`src/core/plbm_consts.vh`:
```
// constants for the pair load and bit move execution block
// assumes a 4-bit core with 8-bit data memory addresses and 100 MHz core_clk
`ifndef PLBM_CONSTS_VH
`define PLBM_CONSTS_VH

// ======================================================================
// opcode first bytes
`define PLBM_OP_EXT 8'hDC
`define PLBM_OP_EA_DA 8'hCE
`define PLBM_OP_DA_EA 8'hCD
`define PLBM_OP_HL_A 8'hC4
`define PLBM_OP_BIT_TOMEM 8'hFC
`define PLBM_OP_BIT_TOC 8'hF4

// ======================================================================
// second byte codes behind the extension byte
`define PLBM_EXT_EA_HL 8'h08
`define PLBM_EXT_HL_EA 8'h00
`define PLBM_EXT_PAIR_HI 4'hF

// ======================================================================
// bit-move second byte forms
`define PLBM_BM_MEMA_TOP 2'h1
`define PLBM_BM_MEMB_TOP 4'h4
`define PLBM_MEMA_HI_A 4'hF
`define PLBM_MEMA_LO_A 4'hB
`define PLBM_MEMA_HI_B 4'hF
`define PLBM_MEMA_LO_B 4'hF

// ======================================================================
// pair select codes (second byte bits 2..1)
`define PLBM_PAIR_EA 2'h0
`define PLBM_PAIR_HL 2'h1
`define PLBM_PAIR_WX 2'h2
`define PLBM_PAIR_YZ 2'h3

`endif

```
`src/core/plbm_nib_mem.v`:
```
// small nibble data memory with registered read data
// assumes a single clock; write and read may occur in the same cycle
`timescale 1ns/10ps
module plbm_nib_mem #(
    parameter AW = 8,
    parameter DW = 4
) (
    input wire core_clk,
    input wire wr_en,
    input wire [AW-1:0] wr_addr,
    input wire [DW-1:0] wr_data,
    input wire [AW-1:0] rd_addr,
    output reg [DW-1:0] rd_data_q
);
    reg [DW-1:0] mem [0:(1<<AW)-1];

    always @(posedge core_clk)
    begin
        if (wr_en)
        begin
            mem[wr_addr] <= wr_data;
        end
        rd_data_q <= mem[rd_addr];
    end
endmodule // plbm_nib_mem

```
`src/core/plbm_exec.v`:
```
// executes register-pair moves and carry bit moves of a 4-bit core
// assumes instruction bytes arrive as a two-byte pair with a start pulse,
// and that data memory and port space share one nibble address space
`timescale 1ns/10ps
`include "plbm_consts.vh"
module plbm_exec (
    input wire core_clk,
    input wire nrst,
    input wire start,
    input wire [7:0] byte1,
    input wire [7:0] byte2,
    output wire busy,
    output reg done_q,
    output reg illegal_q,
    output reg [7:0] wide_accumulator_q,
    output reg [7:0] primary_pointer_pair_q,
    output reg [7:0] second_pointer_pair_q,
    output reg [7:0] third_pointer_pair_q,
    output reg carry_q,
    input wire mem_wr_en,
    input wire [7:0] mem_wr_addr,
    input wire [3:0] mem_wr_data,
    input wire [7:0] mem_rd_addr,
    output wire [3:0] mem_rd_data
);
    // ======================================================================
    // states
    localparam S_IDLE = 3'h0;
    localparam S_LD1 = 3'h1;
    localparam S_LD2 = 3'h2;
    localparam S_ST2 = 3'h3;
    localparam S_BIT = 3'h4;

    reg [2:0] state_q;
    reg [2:0] state_d;
    reg [7:0] addr_q;
    reg [2:0] bit_q;
    reg to_mem_q;

    reg m_we;
    reg [7:0] m_wa;
    reg [3:0] m_wd;
    reg [7:0] m_ra;
    wire [3:0] m_rd;

    assign busy = (state_q != S_IDLE);
    assign mem_rd_data = m_rd;

    plbm_nib_mem #(.AW(8), .DW(4)) u_mem (
        .core_clk(core_clk),
        .wr_en(m_we),
        .wr_addr(m_wa),
        .wr_data(m_wd),
        .rd_addr(m_ra),
        .rd_data_q(m_rd)
    );

    // ======================================================================
    // decode helpers
    wire [7:0] hl_even = {primary_pointer_pair_q[7:1], 1'b0};
    wire [7:0] da_even = {byte2[7:1], 1'b0};
    wire is_ext = (byte1 == `PLBM_OP_EXT);
    wire is_bit = (byte1 == `PLBM_OP_BIT_TOMEM) || (byte1 == `PLBM_OP_BIT_TOC);
    wire bit_tomem = (byte1 == `PLBM_OP_BIT_TOMEM);
    wire pair_ld = is_ext && (byte2[7:3] == 5'h1F) && !byte2[0];
    wire pair_st = is_ext && (byte2[7:3] == 5'h1E) && !byte2[0];

    reg [7:0] bit_addr;
    reg [2:0] bit_num;
    always @*
    begin
        bit_addr = 8'h00;
        bit_num = 3'h0;
        if (byte2[7:4] == `PLBM_BM_MEMB_TOP)
        begin
            bit_addr = {2'h3, byte2[3:0], primary_pointer_pair_q[3:2]};
            bit_num = {1'b0, primary_pointer_pair_q[1:0]};
        end
        else if (!byte2[7])
        begin
            bit_addr = {primary_pointer_pair_q[7:4], byte2[3:0]};
            bit_num = byte2[6:4];
        end
        // only the low byte of the port page address fits the 8-bit space
        else if (byte2[6])
        begin
            bit_addr = {`PLBM_MEMA_LO_B, byte2[3:0]};
            bit_num = {1'b0, byte2[5:4]};
        end
        else
        begin
            bit_addr = {`PLBM_MEMA_LO_A, byte2[3:0]};
            bit_num = {1'b0, byte2[5:4]};
        end
    end

    // ======================================================================
    // memory port steering
    always @*
    begin
        m_we = 1'b0;
        m_wa = 8'h00;
        m_wd = 4'h0;
        m_ra = mem_rd_addr;
        state_d = state_q;
        case (state_q)
            S_IDLE:
            begin
                if (mem_wr_en)
                begin
                    m_we = 1'b1;
                    m_wa = mem_wr_addr;
                    m_wd = mem_wr_data;
                end
                if (start)
                begin
                    state_d = S_IDLE;
                    m_we = 1'b0;
                    if (byte1 == `PLBM_OP_HL_A)
                    begin
                        m_we = 1'b1;
                        m_wa = primary_pointer_pair_q;
                        m_wd = wide_accumulator_q[3:0];
                    end
                    else if (is_ext && byte2 == `PLBM_EXT_HL_EA)
                    begin
                        m_we = 1'b1;
                        m_wa = hl_even;
                        m_wd = wide_accumulator_q[3:0];
                        state_d = S_ST2;
                    end
                    else if (byte1 == `PLBM_OP_DA_EA)
                    begin
                        m_we = 1'b1;
                        m_wa = da_even;
                        m_wd = wide_accumulator_q[3:0];
                        state_d = S_ST2;
                    end
                    else if (is_ext && byte2 == `PLBM_EXT_EA_HL)
                    begin
                        m_ra = hl_even;
                        state_d = S_LD1;
                    end
                    else if (byte1 == `PLBM_OP_EA_DA)
                    begin
                        m_ra = da_even;
                        state_d = S_LD1;
                    end
                    else if (is_bit)
                    begin
                        m_ra = bit_addr;
                        state_d = S_BIT;
                    end
                end
            end
            S_LD1:
            begin
                m_ra = {addr_q[7:1], 1'b1};
                state_d = S_LD2;
            end
            S_LD2:
            begin
                state_d = S_IDLE;
            end
            S_ST2:
            begin
                m_we = 1'b1;
                m_wa = {addr_q[7:1], 1'b1};
                m_wd = wide_accumulator_q[7:4];
                state_d = S_IDLE;
            end
            S_BIT:
            begin
                if (to_mem_q)
                begin
                    m_we = 1'b1;
                    m_wa = addr_q;
                    m_wd = m_rd;
                    m_wd[bit_q[1:0]] = carry_q;
                end
                state_d = S_IDLE;
            end
            default:
            begin
                state_d = S_IDLE;
            end
        endcase
    end

    // ======================================================================
    // sequencing and register updates
    always @(posedge core_clk or negedge nrst)
    begin
        if (!nrst)
        begin
            state_q <= S_IDLE;
            addr_q <= 8'h00;
            bit_q <= 3'h0;
            to_mem_q <= 1'b0;
            done_q <= 1'b0;
            illegal_q <= 1'b0;
            wide_accumulator_q <= 8'h00;
            primary_pointer_pair_q <= 8'h00;
            second_pointer_pair_q <= 8'h00;
            third_pointer_pair_q <= 8'h00;
            carry_q <= 1'b0;
        end
        else
        begin
            state_q <= state_d;
            done_q <= 1'b0;
            illegal_q <= 1'b0;
            case (state_q)
                S_IDLE:
                begin
                    if (start)
                    begin
                        bit_q <= bit_num;
                        to_mem_q <= bit_tomem;
                        if (byte1 == `PLBM_OP_HL_A)
                        begin
                            done_q <= 1'b1;
                        end
                        else if (is_ext && byte2 == `PLBM_EXT_HL_EA)
                        begin
                            addr_q <= hl_even;
                        end
                        else if (byte1 == `PLBM_OP_DA_EA || byte1 == `PLBM_OP_EA_DA)
                        begin
                            addr_q <= da_even;
                        end
                        else if (is_ext && byte2 == `PLBM_EXT_EA_HL)
                        begin
                            addr_q <= hl_even;
                        end
                        else if (is_bit)
                        begin
                            addr_q <= bit_addr;
                        end
                        else if (pair_ld)
                        begin
                            done_q <= 1'b1;
                            case (byte2[2:1])
                                `PLBM_PAIR_HL: wide_accumulator_q <= primary_pointer_pair_q;
                                `PLBM_PAIR_WX: wide_accumulator_q <= second_pointer_pair_q;
                                `PLBM_PAIR_YZ: wide_accumulator_q <= third_pointer_pair_q;
                                default: wide_accumulator_q <= wide_accumulator_q;
                            endcase
                        end
                        else if (pair_st)
                        begin
                            done_q <= 1'b1;
                            case (byte2[2:1])
                                `PLBM_PAIR_HL: primary_pointer_pair_q <= wide_accumulator_q;
                                `PLBM_PAIR_WX: second_pointer_pair_q <= wide_accumulator_q;
                                `PLBM_PAIR_YZ: third_pointer_pair_q <= wide_accumulator_q;
                                default: third_pointer_pair_q <= third_pointer_pair_q;
                            endcase
                        end
                        else
                        begin
                            illegal_q <= 1'b1;
                        end
                    end
                end
                S_LD1:
                begin
                    wide_accumulator_q[3:0] <= m_rd;
                end
                S_LD2:
                begin
                    wide_accumulator_q[7:4] <= m_rd;
                    done_q <= 1'b1;
                end
                S_ST2:
                begin
                    done_q <= 1'b1;
                end
                S_BIT:
                begin
                    if (!to_mem_q)
                    begin
                        carry_q <= m_rd[bit_q[1:0]];
                    end
                    done_q <= 1'b1;
                end
                default:
                begin
                    done_q <= 1'b0;
                end
            endcase
        end
    end
endmodule // plbm_exec

```
`config.mk`:
```
export PLATFORM = sky130hd
export DESIGN_NAME = plbm_exec
export DESIGN_NICKNAME = d
export VERILOG_FILES = /design/src/core/plbm_nib_mem.v /design/src/core/plbm_exec.v
export VERILOG_INCLUDE_DIRS = /design/src /design/src/core
export SDC_FILE = /design/constraint.sdc
export NUM_CORES = 2
export LEC_CHECK = 0
export ABC_AREA = 1
export BUFFER_PORTS_ARGS = -buffer_cell sky130_fd_sc_hd__buf_2
export CAP_MARGIN = 20
export CORE_MARGIN = 2
export CORE_UTILIZATION = 54
export DETAILED_ROUTE_END_ITERATION = 8
export GPL_TIMING_DRIVEN = 0
export PLACE_DENSITY = 0.66
export RECOVER_POWER = 100
export SKIP_LAST_GASP = 1
export SLEW_MARGIN = 10
export SYNTH_ARGS = -nofsm -noshare
export SYNTH_HDL_FRONTEND = slang
export SYNTH_SLANG_ARGS = --single-unit
export TNS_END_PERCENT = 20
```
`constraint.sdc`:
```
create_clock -name core_clk -period 11.45 [get_ports core_clk]
set_input_delay 2.29 -clock core_clk [delete_from_list [all_inputs] [get_ports core_clk]]
set_output_delay 2.29 -clock core_clk [all_outputs]
set_load 0.03 [all_outputs]
```
[Word level (Yosys, flattened, before mapping)]
Memories as Yosys holds them, arrays and structs flattened. A register that Yosys moved wholly into a read port is not among the register bits.
Cells that the tools add are included.
Operators by class
  $add $sub $neg: 0
  $mul: 0
  divide/modulo/power cells: 0
  order comparisons: 2
  equal/unequal tests: 25
  shifts and indexed selects: 0
  mux-type cells: 80
  bitwise gates (word level): 7
  reductions and logical operators: 25
Operators with widths (number)
  8-bit two-way mux: 26
  8-bit == test (second input constant): 6
  8-bit one-hot mux with 3 select lines: 2
  10-bit AND reduction: 3
  1-bit two-way mux: 27
  4-bit two-way mux: 6
  3-bit two-way mux: 7
  9-bit AND reduction: 2
  4-bit one-hot mux with 2 select lines: 2
  8-bit one-hot mux with 2 select lines: 1
  2-bit != test (second input constant): 7
  4-bit one-hot mux with 3 select lines: 1
  5-bit == test (second input constant): 2
  8-bit by 4-bit == test with 1-bit output (second input constant): 1
  8-bit logical NOT: 1
  1-bit logical AND: 7
  7-bit two-way mux: 1
  1-bit inverter: 7
  3-bit by 2-bit == test with 1-bit output (second input constant): 2
  3-bit one-hot mux with 2 select lines: 1
  4-bit bitwise mux: 1
  2-bit == test (second input constant): 2
  4-bit by 3-bit == test with 1-bit output (second input constant): 1
  4-bit by 1-bit != test with 1-bit output (second input constant): 1
  other kinds (19): 22
Storage, ports and cells
  register bits: 49
  latch bits: 0
  RAM bits: 1024
  bits in read-only memories: 0
  input port bits: 40
  output and inout port bits: 40
  logic and storage cells: 152
  memories: 1
Memories
  u_mem.mem: words 256, bits a word 4, rd ports 1, clocked after memory_dff 1, wr ports 1, line plbm_nib_mem.v:15  | reg [DW-1:0] mem [0:(1<<AW)-1];

[Depth between registers and ports, before layout]
  word-level depth: 12
  gate-level depth with buffers: 25
  gate-level depth less buffers: 22

[Cells and area by module]
A second synthesis with hierarchy kept.
Unflattened totals
  cells, all modules: 4356
  area, all modules: 46794.9 um^2
By module, submodules not included
  plbm_nib_mem: times used 1, cells an instance 3720, area an instance 42824.8 um^2, seq. area each 30829.6 um^2
  plbm_exec: times used 1, cells an instance 636, area an instance 3970.1 um^2, seq. area each 1226.2 um^2

[Worst setup path after synthesis]
No wires, ideal clock.
  path kind: reg2reg
  from: reg state_q[0]
  to: mem u_mem.mem[0][2] (data pin)
  library setup time: 1629 ps
  arrival: 8039 ps
  required time: 9821 ps
  path slack: 1782 ps
  cell stages (with the launch flop): 7
  buffers on the path: 1
  period minus slack after synthesis: 9668 ps
  cells stage by stage: dfrtp_1 -> buf_2 -> nor2_1 -> inv_1 -> nor2_1 -> nand2_1 -> o221ai_1
On the way
  longest elaborated chain between the ends: 2
  elaborated cells on any way between the ends: 4
  those cells by class: eq/ne: 2; mux: 1; reduce/logical: 1
Ends and longest elaborated chain
  from (decl): line plbm_exec.v:34  | reg [2:0] state_q;
  from (signal assigned): line plbm_exec.v:210  | state_q <= state_d;
  3-bit == test (tied with other cells): line plbm_exec.v:106  | case (state_q)
  4-bit one-hot mux with 3 select lines *: line plbm_exec.v:106
  named net m_wd[2]: line plbm_exec.v:42  | reg [3:0] m_wd;
  to (decl): line plbm_nib_mem.v:15
The timed path passes the listed nets; every way through them passes the cells marked *.

[Final worst setup path]
  from: in byte2[4]
  to: mem u_mem.mem[154][0] (data pin)
On the way
  longest elaborated chain between the ends: 6
Ends and longest elaborated chain
  from (decl): line plbm_exec.v:11  | input wire [7:0] byte2,
  8-bit logical NOT (no line)
  1-bit logical AND (no line)
  4-bit two-way mux: line plbm_exec.v:125  | else if (is_ext && byte2 == `PLBM_EXT_HL_EA)
  4-bit two-way mux: line plbm_exec.v:119  | if (byte1 == `PLBM_OP_HL_A)
  4-bit two-way mux: line plbm_exec.v:115  | if (start)
  4-bit one-hot mux with 3 select lines: line plbm_exec.v:106
  named net m_wd[0]: line plbm_exec.v:42
The timed path passes the listed nets, and every way through them passes these cells.

==> results.sh <==
export IMPL_drive_gt1_share_pct=8.584
export IMPL_r2r_start="state_q[0]"
export IMPL_top_level_ports=80
export IMPL_post_route_drc_count=0
export IMPL_yosysSeqAreaShare_pct=66.70
export IMPL_p_seq_share_pct=48.3
export IMPL_pwr_share_clk_pct=41.0
export IMPL_fin_util_pct=60.89
export IMPL_worst_pin_slew_ns=2.438
export IMPL_p_int_mw=6.708
export IMPL_hp_start="third_pointer_pair_q[4]"
export IMPL_numClockSinks=1077
export IMPL_crit_chain="clkbuf_1, nor2_1, nand2_1, inv_1, nand2_1, nor2_1, a21oi_1, clkbuf_1, nand2_1, a21oi_1, a211o_1, clkbuf_1, buf_12, buf_16"
export IMPL_layout_cells_non_filler=6293
export IMPL_cts_tree="done"
export IMPL_critPathSlowestCell="a211o_1"
export IMPL_clk_latency_ns=0.71
export IMPL_start_util_pct=54.47
export IMPL_overflow=0
export IMPL_violations="max-capacitance violations, max-slew violations"
export IMPL_critPathCaptureType="register"
export IMPL_htree_levels=3
export IMPL_hpwl_um=118200
export IMPL_power_density_nw_per_um2=168.0
export IMPL_antenna_found_initial=8
export IMPL_dieArea_um2=91410
export IMPL_use_met2_pct=55.59
export IMPL_power_switching_mw=2.320
export IMPL_path_class="in -> reg"
export IMPL_slew_headroom_pct=-62.53
export IMPL_rows=109
export IMPL_synth_edf_count=1024
export IMPL_drt_iter0_markers=5461
export IMPL_design_area_um2=53720
export IMPL_place_congestion=1.030
export IMPL_areaGrowthSynthToFinish_pct=11.78
export IMPL_fin_nets=5075
export IMPL_gr_usage_all_layers_pct=35.64
export IMPL_hold_class="reg -> reg"
export IMPL_cellLeakagePower_nw=21.94
export IMPL_fmax_ghz=0.1242
export IMPL_grt_max_degree=66
export IMPL_ys_seq_elements=1077
export IMPL_use_met3_pct=7.146
export IMPL_grt_pass1_vias=34950
export IMPL_hold_viol=0
export IMPL_drv_slew=204
export IMPL_peakVddDrop_v=0.0001437
export IMPL_async_flop_share_pct=4.550
export IMPL_worstPathRequired_ns=11.95
export IMPL_synth_main_ff_cell="edfxtp_1"
export IMPL_dieWidth_um=302.3
export IMPL_vias_per_cell=5.972
export IMPL_skew_ns=0.02784
export IMPL_crit_arrival_ns=8.55
export IMPL_root_buffer="clkbuf_16"
export IMPL_crit_start="byte2[4]"
export IMPL_rsz0062_at_grt="false"
export IMPL_clockBufferDepth=3
export IMPL_final_min_clock_period_ns=8.051
export IMPL_placed_cells=6088
export IMPL_fin_crit_sh_pct=70.31
export IMPL_syn_area_um2=48060
export IMPL_wire_per_inst_um=25.95
export IMPL_dpl_instance_area_um2=50870
export IMPL_global_route_peak_usage_layer="met2"
export IMPL_core_area_um2=88240
export IMPL_routed_wl_um=163300
export IMPL_clkTransAtPathRegs_ns=0.06
export IMPL_seq_area_um2=32060
export IMPL_num_vias=37580
export IMPL_grt_use_met1_pct=48.69
export IMPL_die_y_um=302.3
export IMPL_finalSetupViolations=0
export IMPL_maxCapViolations=8
export IMPL_startpoint_type="input port"
export IMPL_multi_input_area_um2=13950
export IMPL_crit_fanout=65
export IMPL_p_sw_share_pct=25.70
export IMPL_syn_mean_instance_area_um2=9.992
export IMPL_status="finished with violations"
export IMPL_grt_pass1_wl_um=231800
export IMPL_portBuffers=78
export IMPL_cts_hold_buffers=0
export IMPL_post_cts_buffers=0
export IMPL_synth_nets=4850
export IMPL_dr_pass1_iters=6
export IMPL_syn_inst=4810
export IMPL_cts_buffers_inserted=110
export IMPL_ys_warn_count=0
export IMPL_p_comb_share_pct=10.7
export IMPL_ant_nets=0
export IMPL_yosysUniqueCellTypes=46
export IMPL_nFillCells=7422
export IMPL_max_stage_delay_ns=1.80
export IMPL_post_cts_resize_count=0
==> final timing paths <==
kind | depth (start not counted) | end | slack [ns]
setup / recovery | 14 | u_mem.mem[154][0] | 3.40
hold / removal | 2 | third_pointer_pair_q[4] | 0.52
setup reg to reg | 11 | u_mem.mem[154][0] | 4.91
hold reg to reg | 2 | third_pointer_pair_q[4] | 0.52
max in group asynchronous | 2 | addr_q[1] | 7.44
min in group asynchronous | 1 | primary_pointer_pair_q[3] | 1.70
==> state kept, by name (all words and copies together) (netlist names), 3 cells and up <==
name / cells
u_mem.mem: 1024
u_mem.rd_data_q: 4
state_q: 3
primary_pointer_pair_q: 8
second_pointer_pair_q: 8
addr_q: 8
wide_accumulator_q: 8
third_pointer_pair_q: 8
==> cells in the mapped netlist (27+ instances only) <==
master    count  area share [%]
dfrtp_1      49             2.6
clkbuf_1     58            0.45
edfxtp_1   1024              64
nand2_1    2043              16
nor2_1      313             2.4
inv_1        95            0.74
buf_2       171             1.8
nand3_1     728             7.6
nand4_1      27            0.35
a21oi_1      33            0.34
buf_4        52            0.81
o21ai_0      80            0.83
==> worst max-delay path: cells and delay by family <==
kind	cells	cell delay, ns
AOI/OAI and AO/OA	3	2.52
buffers and inverters	6	3.07
and+or+nand+nor	5	0.58
==> power groups by stage <==
stage / Clock (mW) / Sequential (mW) / Combinational (mW)
after global routing: 3.85 / 4.36 / 1.01
after global placement: 0 / 4.52 / 0.913
after detailed placement: 0 / 4.44 / 0.967
after CTS: 3.69 / 4.36 / 0.972
after floorplan: 0 / 4.49 / 0.501
final: 3.70 / 4.36 / 0.966
==> stage by stage <==
| stage | total power, mW | TNS (ns) | worst slack (ns) | hold WS [ns] |
|---|---|---|---|---|
| after floorplan | 4.987 | 0 | 1.782 | 0.4746 |
| after global placement | 5.436 | -7206.39 | -9.440 | 0.4941 |
| after detailed placement | 5.405 | 0 | 5.075 | 0.5024 |
| after CTS | 9.020 | 0 | 5.783 | 0.5125 |
| after global routing | 9.222 | 0 | 3.013 | 0.5358 |
| final | 9.028 | 0 | 3.399 | 0.5161 |
==> layout by cell type, fill, tap and decap left out, types with 3 or more instances in the layout <==
cell type,n
nand2_1,2046
edfxtp_1,1024
nand3_1,728
nor2_1,316
buf_2,182
clkbuf_1,172
clkbuf_16,112
inv_1,98
o21ai_0,80
buf_4,51
dfrtp_1,49
a21oi_1,35
nand4_1,27
clkinv_2,26
clkinv_1,22
bufinv_16,16
o211ai_1,15
buf_1,13
o221ai_1,11
inv_2,10
nor3_1,7
o22ai_1,7
buf_6,7
o2111ai_1,7
nand3b_1,6
nor2_2,5
nand2_2,4
dfxtp_1,4
o21ai_2,3
o21ai_1,3
nand2_4,3
clkinv_4,3
buf_16,3
buf_12,3
==> routing by layer <==
metal	routed length, um	vias to the layer above	share of wire, %
met1	62280	18060	38
li1	-	16770	-
met5	66	-	0.040
met4	8161	10	5.0
met3	19060	395	12
met2	73730	2341	45
==> layout make-up <==
class | instances | area share [%]
Inverter | 108 | 0.7546
Clock buffer | 129 | 5.336
Tap cell | 1165 | 2.713
Clock inverter | 74 | 1.539
Sequential cell | 1077 | 59.67
Antenna cell | 2 | 0.009316
Multi-Input combinational cell | 3323 | 25.96
Buffer | 302 | 2.930
Timing Repair Buffer | 113 | 1.092
==> logic make-up (layout without fill, tap and decap cells) <==
group | Yosys count | in the layout | synth area share, %
and+or+nand+nor | 3149 | 3149 | 26.91
other | 0 | 2 | 0
AOI/OAI and AO/OA | 174 | 174 | 2.205
buffers and inverters | 410 | 726 | 4.186
DFF | 1077 | 1077 | 66.70
(Power assumes the default switching activity.)
